$ cat config.mk
export PLATFORM = sky130hd
export DESIGN_NAME = rsw_top
export DESIGN_NICKNAME = d
export VERILOG_FILES = /design/src/shared/rsw_pkg.sv /design/src/verilog/rsw_top.sv
export VERILOG_INCLUDE_DIRS = /design/src /design/src/shared
export SDC_FILE = /design/constraint.sdc
export NUM_CORES = 1
export LEC_CHECK = 0
export ABC_CLOCK_PERIOD_IN_PS = 2300
export BUFFER_PORTS_ARGS = -buffer_cell sky130_fd_sc_hd__buf_2
export CORE_ASPECT_RATIO = 0.6
export CORE_UTILIZATION = 30
export DETAILED_ROUTE_END_ITERATION = 6
export SYNTH_ARGS = -nofsm -noshare
export SYNTH_HDL_FRONTEND = slang
export SYNTH_SLANG_ARGS = --single-unit
$ cat constraint.sdc
create_clock -name sys_clk -period 2.3 [get_ports sys_clk]
set_clock_uncertainty 0.1 [all_clocks]
set_input_delay 0.46 -clock sys_clk [delete_from_list [all_inputs] [get_ports sys_clk]]
set_output_delay 0.46 -clock sys_clk [all_outputs]
set_load 0.05 [all_outputs]
$ cat src/shared/rsw_params.svh
// Constants for the reset supervisor and watchdog
// Behaviour
// Manual reset input held low keeps the reset output asserted.
// After manual reset release, reset stays asserted one full timeout.
// Reset timeout equals 4.94e6 times reset timing capacitance.
// Basic watchdog period equals 4.94e6 times watchdog timing capacitance.
// Basic variant: grounded watchdog timing pin disables the watchdog.
// Range select low uses basic period, high uses 128 times it.
// Any change of range select clears the watchdog timer.
// Windowed slow limit equals 0.65e9 times watchdog timing capacitance.
// Windowed fast limit is slow limit divided by strap-selected ratio.
// Windowed: strap0 high with strap1 low disables the watchdog.
// Strap0 helps select a window ratio or the disabled state.
// Basic: missing falling kick within the period gives a reset pulse.
// Windowed: kick sooner than fast or later than slow gives reset.
// Timer clears on valid kick and in reset, counts after release.
// Straps map to ratios 8, 16, 64 or disabled via a parameter.
// All capacitor-set durations are clock counts loaded from parameters.
`ifndef RSW_PARAMS_SVH
`define RSW_PARAMS_SVH

// Clock and capacitor timing constants
`define RSW_CLK_PERIOD_NS   5
`define RSW_RST_NS_PER_PF   4940
`define RSW_WDOG_NS_PER_PF  4940
`define RSW_SLOW_NS_PER_PF  650000
`define RSW_EXT_MULT        32'h00000080
`define RSW_DEF_CAP_PF      100

// Strap map, 3-bit log2 ratio per {strap1,strap0}; zero disables
`define RSW_RATIO_MAP       12'hd03

// Register offsets
`define RSW_OFS_STATUS      8'h00
`define RSW_OFS_INT_EN      8'h04
`define RSW_OFS_INT_CLR     8'h08
`define RSW_OFS_STATE       8'h0c
`define RSW_OFS_COUNT       8'h10

// Status bit positions and reset values
`define RSW_EV_MANUAL       0
`define RSW_EV_LATE         1
`define RSW_EV_EARLY        2
`define RSW_EV_W            3
`define RSW_RST_EV          3'h0

`endif

$ cat src/shared/rsw_pkg.sv
// Types for the reset supervisor and watchdog
package rsw_pkg;

    // Supervisor sequencer states
    typedef enum logic [2:0] {
        RSW_ST_HOLD  = 3'b001,
        RSW_ST_PULSE = 3'b010,
        RSW_ST_RUN   = 3'b100
    } rsw_fsm_t;

    // Register port request
    typedef struct packed {
        logic        wr;
        logic        rd;
        logic [7:0]  addr;
        logic [31:0] wdata;
    } rsw_bus_req_t;

    // Complete block state
    typedef struct packed {
        rsw_fsm_t    fsm;
        logic [31:0] rst_cnt;
        logic [31:0] wd_cnt;
        logic        kick_prev;
        logic        range_prev;
        logic        rst_out_n;
        logic [2:0]  stat;
        logic [2:0]  int_en;
        logic [31:0] rd_data;
    } rsw_state_t;

endpackage

$ cat src/verilog/rsw_top.sv
// Reset supervisor with basic or windowed watchdog
//
// Our own choices: the address-and-strobe port and the register addresses.
`timescale 1ns/10ps
`default_nettype none
`include "rsw_params.svh"

module rsw_top #(
    parameter int          WINDOWED    = 0,
    parameter int          RST_CAP_PF  = `RSW_DEF_CAP_PF,
    parameter int          WDOG_CAP_PF = `RSW_DEF_CAP_PF,
    parameter int          RST_CYC     =
        `RSW_RST_NS_PER_PF * RST_CAP_PF / `RSW_CLK_PERIOD_NS,
    parameter int          BASE_CYC    =
        `RSW_WDOG_NS_PER_PF * WDOG_CAP_PF / `RSW_CLK_PERIOD_NS,
    parameter int          SLOW_CYC    =
        `RSW_SLOW_NS_PER_PF * WDOG_CAP_PF / `RSW_CLK_PERIOD_NS,
    parameter logic [11:0] RATIO_MAP   = `RSW_RATIO_MAP
) (
    // Clock and reset
    input  wire logic            sys_clk,
    input  wire logic            rst_n,
    // Supervisor pins
    input  wire logic            manual_reset_n,
    input  wire logic            wdog_kick_in,
    input  wire logic            wdog_range_sel,
    input  wire logic            window_strap0,
    input  wire logic            window_strap1,
    output logic                 reset_out_n,
    // Register port
    input  wire rsw_pkg::rsw_bus_req_t bus_req,
    output logic [31:0]          rd_data,
    // Interrupt
    output logic                 irq
);
    import rsw_pkg::*;

    // Durations as clock counts, never below one cycle
    localparam logic [31:0] RST_LAST  =
        (RST_CYC > 1) ? 32'(RST_CYC - 1) : 32'h00000000;
    localparam logic [31:0] BASE_LIM  =
        (BASE_CYC > 1) ? 32'(BASE_CYC) : 32'h00000001;
    localparam logic [31:0] EXT_LIM   = 32'(BASE_LIM * `RSW_EXT_MULT);
    localparam logic [31:0] SLOW_LIM  =
        (SLOW_CYC > 1) ? 32'(SLOW_CYC) : 32'h00000001;
    localparam logic        PIN_GND   = (WDOG_CAP_PF == 0);
    localparam logic        IS_WINDOW = (WINDOWED != 0);

    rsw_state_t  st_reg;
    rsw_state_t  st_next;
    logic [2:0]  ev;
    logic [2:0]  ratio_shift;
    logic        wd_en;
    logic [31:0] wd_lim;
    logic [31:0] fast_lim;
    logic        kick_fall;
    logic        range_chg;
    logic        early;
    logic        late;
    logic        kick_ok;
    logic        wr_clr;

    // Strap pair to log2 window ratio, zero meaning disabled
    function automatic logic [2:0] strap_ratio(input logic s1,
                                               input logic s0);
        logic [3:0] idx;
        idx = {2'b00, s1, s0} * 4'h3;
        strap_ratio = RATIO_MAP[idx +: 3];
    endfunction

    // Watchdog enable and limits for the active variant
    always_comb begin
        ratio_shift = strap_ratio(window_strap1, window_strap0);
        if (IS_WINDOW) begin
            wd_en    = (ratio_shift != 3'h0);
            wd_lim   = SLOW_LIM;
            fast_lim = SLOW_LIM >> ratio_shift;
        end else begin
            wd_en    = !PIN_GND;
            wd_lim   = wdog_range_sel ? EXT_LIM : BASE_LIM;
            fast_lim = 32'h00000000;
        end
    end

    // Kick edge, range change and fault decode
    always_comb begin
        kick_fall = st_reg.kick_prev & ~wdog_kick_in;
        range_chg = !IS_WINDOW && (st_reg.range_prev ^ wdog_range_sel);
        early     = IS_WINDOW && kick_fall && (st_reg.wd_cnt < fast_lim);
        kick_ok   = kick_fall && !early;
        late      = !kick_ok && !range_chg &&
                    (st_reg.wd_cnt >= wd_lim - 32'h00000001);
    end

    // Next-state logic
    always_comb begin
        st_next            = st_reg;
        ev                 = `RSW_RST_EV;
        st_next.kick_prev  = wdog_kick_in;
        st_next.range_prev = wdog_range_sel;
        st_next.rd_data    = 32'h00000000;
        wr_clr             = 1'b0;

        // Supervisor sequencer
        case (st_reg.fsm)
            RSW_ST_HOLD: begin
                st_next.rst_cnt = 32'h00000000;
                if (manual_reset_n) begin
                    st_next.fsm = RSW_ST_PULSE;
                end
            end
            RSW_ST_PULSE: begin
                if (!manual_reset_n) begin
                    st_next.fsm     = RSW_ST_HOLD;
                    st_next.rst_cnt = 32'h00000000;
                    ev[`RSW_EV_MANUAL] = 1'b1;
                end else if (st_reg.rst_cnt >= RST_LAST) begin
                    st_next.fsm     = RSW_ST_RUN;
                    st_next.rst_cnt = 32'h00000000;
                end else begin
                    st_next.rst_cnt = st_reg.rst_cnt + 32'h00000001;
                end
            end
            RSW_ST_RUN: begin
                st_next.rst_cnt = 32'h00000000;
                if (!manual_reset_n) begin
                    st_next.fsm = RSW_ST_HOLD;
                    ev[`RSW_EV_MANUAL] = 1'b1;
                end else if (wd_en && early) begin
                    st_next.fsm = RSW_ST_PULSE;
                    ev[`RSW_EV_EARLY] = 1'b1;
                end else if (wd_en && late) begin
                    st_next.fsm = RSW_ST_PULSE;
                    ev[`RSW_EV_LATE] = 1'b1;
                end
            end
            default: begin
                st_next.fsm     = RSW_ST_PULSE;
                st_next.rst_cnt = 32'h00000000;
            end
        endcase

        // Watchdog timer, cleared in reset and on kicks
        if (st_reg.fsm != RSW_ST_RUN || st_next.fsm != RSW_ST_RUN ||
            !wd_en) begin
            st_next.wd_cnt = 32'h00000000;
        end else if (kick_ok || range_chg) begin
            st_next.wd_cnt = 32'h00000000;
        end else begin
            st_next.wd_cnt = st_reg.wd_cnt + 32'h00000001;
        end

        // Reset output released only while running
        st_next.rst_out_n = (st_next.fsm == RSW_ST_RUN);

        // Register writes
        if (bus_req.wr) begin
            if (bus_req.addr == `RSW_OFS_INT_EN) begin
                st_next.int_en = bus_req.wdata[`RSW_EV_W-1:0];
            end else if (bus_req.addr == `RSW_OFS_INT_CLR) begin
                wr_clr = 1'b1;
            end
        end

        // Sticky status, a new event beats a clear
        if (wr_clr) begin
            st_next.stat = (st_reg.stat & ~bus_req.wdata[`RSW_EV_W-1:0]) | ev;
        end else begin
            st_next.stat = st_reg.stat | ev;
        end

        // Register reads, data valid one cycle later
        if (bus_req.rd) begin
            if (bus_req.addr == `RSW_OFS_STATUS) begin
                st_next.rd_data = {29'h0, st_reg.stat};
            end else if (bus_req.addr == `RSW_OFS_INT_EN) begin
                st_next.rd_data = {29'h0, st_reg.int_en};
            end else if (bus_req.addr == `RSW_OFS_STATE) begin
                st_next.rd_data = {26'h0, st_reg.fsm, IS_WINDOW,
                                   wd_en, !st_reg.rst_out_n};
            end else if (bus_req.addr == `RSW_OFS_COUNT) begin
                st_next.rd_data = st_reg.wd_cnt;
            end else begin
                st_next.rd_data = 32'h00000000;
            end
        end
    end

    // State register, power-up starts a reset pulse
    always_ff @(posedge sys_clk or negedge rst_n) begin
        if (!rst_n) begin
            st_reg.fsm        <= RSW_ST_PULSE;
            st_reg.rst_cnt    <= 32'h00000000;
            st_reg.wd_cnt     <= 32'h00000000;
            st_reg.kick_prev  <= 1'b0;
            st_reg.range_prev <= 1'b0;
            st_reg.rst_out_n  <= 1'b0;
            st_reg.stat       <= `RSW_RST_EV;
            st_reg.int_en     <= `RSW_RST_EV;
            st_reg.rd_data    <= 32'h00000000;
        end else begin
            st_reg <= st_next;
        end
    end

    // Outputs
    assign reset_out_n = st_reg.rst_out_n;
    assign rd_data     = st_reg.rd_data;
    assign irq         = |(st_reg.stat & st_reg.int_en);
endmodule
`default_nettype wire
==> results.py <==
metrics = {
    "outcome": {
        "outcome": "complete, no violations",
    },
    "route": {
        "drc": 0,
        "vias": 3235,
        "drtIter0Drc": 195,
        "wl_per_cell_um": 13.7,
        "dr.pass1.iters": 4,
        "routed_wl_um": 9650,
        "ant_nets": 0,
        "via_per_inst": 4.60,
    },
    "sta": {
        "slew_violations": 0,
        "final.min_clock_period_ns": 2.23,
        "fin_crit_sh": 0.970,
        "setup_viol_count_final": 0,
        "setup_slack_ns": 0.0696,
        "max_freq_mhz": 448,
        "relSlewSlack": 0.602,
        "final_hold_viol_count": 0,
        "worst_slew_pin_slew_ns": 0.598,
    },
    "setup_path": {
        "crit_type": "in2reg",
        "r2r-end": "st_reg[65]$_DFF_PN0_",
        "arrival_ns": 2.40,
        "cp-start-kind": "input port",
        "r2r_slack_ns": 0.22,
        "critical_path_required_ns": 2.47,
        "crit_path_end_kind": "flip-flop",
        "cp_max_fo": 25,
        "reg2reg_depth": 8,
        "r2r-start": "st_reg[51]$_DFF_PN0_",
    },
    "finish": {
        "syn_to_final_growth_pct": 15.2,
        "num-nets-final": 559,
        "largest_reg_flops": 75,
        "drive_gt1_frac": 0.222,
        "fillers": 1551,
        "utilization": 0.360,
        "n_antenna_cell": 0,
    },
    "logic_synthesis": {
        "syn_area_sq_mm": 0.00488,
        "synth_area_leaders": "dfrtp_1 (55%), buf_4 (4.9%), nor2_1 (4.8%)",
        "seq_area_frac_synth": 0.554,
        "yosys.area.top_type_share": 0.548,
        "synth_edf_count": 0,
        "syn-instance-count": 440,
        "ys_ff_latch": 108,
        "ys_types": 56,
        "synth_common_cells": "dfrtp_1 (107), nor2_1 (62), buf_4 (32)",
        "avgSynthCellArea_sq_um": 11.1,
        "yosysTopAreaCell": "dfrtp_1",
        "synthFlopType": "dfrtp_1",
        "yosysMostFrequentCell": "dfrtp_1",
        "ys_warn_count": 0,
        "ys_async_sr_fraction": 1.00,
    },
    "pwr": {
        "pwr-share-seq": 0.530,
        "switching_power_mw": 0.914,
        "p_per_area_mw_per_mm2": 686,
        "ir_drop_v": 0.000389,
        "pwr-share-comb": 0.079,
        "intPower_mw": 2.95,
        "swShare": 0.237,
        "clockPowerShare": 0.391,
        "p_leak_nw": 2.53,
    },
    "grt": {
        "first_global_vias": 3215,
        "grt_pass1_wl_um": 16200,
        "grt_start_max_net_pins": 109,
        "grt_remaining_overflow": 0,
        "grt_usage": 0.123,
        "antenna_found_initial": 0,
    },
    "clock_network": {
        "clk_pin_slew_worst_paths_ns": 0.08,
        "cts-root-buf": "clkbuf_16",
        "cts_tree": "built",
        "postCtsHoldBufs": 0,
        "cts_made_buffers": 9,
        "cts_buffer_depth": 2,
        "worstSkewPairLatency_ns": 0.34,
        "htree_num_levels": 3,
        "clkSinkCount": 108,
    },
    "floorplanning": {
        "coreArea_sq_mm": 0.0156,
        "die_w_um": 167,
        "dieArea_sq_mm": 0.0168,
        "die_h_um": 101,
        "start_util": 0.312,
        "row_count": 35,
        "io_pins": 83,
    },
    "place": {
        "place.gp.congestion": 0.806,
        "pre_cts_slack_ns": -0.212,
        "dp_hpwl_um": 6860,
        "io_buffers": 51,
    },
    "job": {
        "drv_cap": 0,
    },
    "hold_path": {
        "min-delay-path-class": "in2async",
    },
}
-- kinds of logic after synthesis --
group,share of synthesized area
AO/OA/AOI/OAI,0.0471
XOR/XNOR,0.0717
adder cells (fa/ha/maj),0.0282
buffers and inverters,0.0730
flip-flops,0.554
multiplexers,0.00922
other,0.000768
AND/OR/NAND/NOR,0.216
-- metrics by stage --
step           TNS (ns)  instance area, sq um  hold WS (ns)  cells  power, mW
6_report              0                  5630        0.0418    704       3.86
5_1_grt         -0.0155                  5630         0.112    704       4.04
4_1_cts               0                  5590         0.110    703       3.90
3_5_place_dp      -5.08                  5310         0.372    690       2.38
3_3_place_gp      -4.61                  5310         0.371    690       2.37
2_1_floorplan         0                  4960        0.0644    461       2.25
-- area by class of cell --
| type | count | area [sq um] | share of cell area |
|---|---|---|---|
| multi-input cells | 299 | 1930 | 0.343 |
| clock inverters | 2 | 37.5 | 0.00667 |
| inverters | 14 | 56.3 | 0.0100 |
| well taps | 203 | 254 | 0.0451 |
| clock buffers | 11 | 243 | 0.0431 |
| flip-flops and latches | 108 | 2700 | 0.480 |
| repair buffers | 67 | 405 | 0.0720 |
-- worst max-delay path: stages --
cell and delay (ns):
clkbuf_4 0.17, clkinvlp_4 0.15, buf_4 0.17, ha_1 0.20, or4_1 0.41, o221ai_1 0.17, and3_4 0.27, nand3_4 0.08
buf_12 0.17, nor2_1 0.11
-- timing repair --
| item | 4_1_cts | 5_1_grt |
|---|---|---|
| setup buffers | 0 | 1 |
| setup endpoints to repair | 0 | 27 |
| endpoints found under the hold margin | 0 | 0 |
| resized for setup | 0 | 8 |
-- power by group through the flow --
stage                     Sequential (mW)  Clock, mW  Combinational [mW]
after floorplan                      2.07          0               0.178
after global placement               2.07          0               0.291
after detailed placement             2.08          0               0.300
after CTS                            2.04       1.55               0.304
after global routing                 2.06       1.64               0.347
final                                2.05       1.51               0.304
-- worst max path at each step --
stage,start,to
floorplan,wdog_range_sel,st_reg[50]$_DFF_PN0_
global placement,wdog_range_sel,st_reg[54]$_DFF_PN0_
detailed placement,wdog_range_sel,st_reg[46]$_DFF_PN0_
CTS,wdog_range_sel,st_reg[46]$_DFF_PN0_
global route,wdog_range_sel,st_reg[48]$_DFF_PN0_
finish,wdog_range_sel,st_reg[65]$_DFF_PN0_
-- placed cells by master (no fill, tap or decap), types with 3 or more instances in the layout --
cell type / Yosys / layout
dfrtp_1: 107 / 107
nor2_1: 62 / 62
buf_2: 3 / 49
xnor2_1: 24 / 24
conb_1: 1 / 22
nand2_1: 19 / 19
nor3_1: 17 / 16
xor2_1: 16 / 16
buf_4: 32 / 15
nand3_1: 13 / 13
inv_1: 13 / 12
and2_1: 12 / 12
ha_1: 11 / 11
and2_4: 9 / 9
clkbuf_16: 0 / 9
nand4_1: 8 / 8
nor4_1: 8 / 8
and4_1: 6 / 6
o21ai_0: 7 / 6
a31oi_1: 4 / 4
nand2b_1: 4 / 4
and3_1: 4 / 4
nand3b_1: 4 / 4
a22oi_1: 4 / 4
mux2_2: 4 / 4
nor2b_1: 3 / 3
a21oi_1: 3 / 3
-- per-layer routing --
layer  global-route usage  part of all wire  vias up  wire (um)
met1                0.177              0.52     1595       5000
li1                     -                 -     1559          -
met2                0.185              0.43       73       4130
met4               0.0249            0.0075        0         72
met3               0.0330             0.046        8        445
met5                    0                 0        -          0
Note: power is estimated with default switching activity, not from simulation.
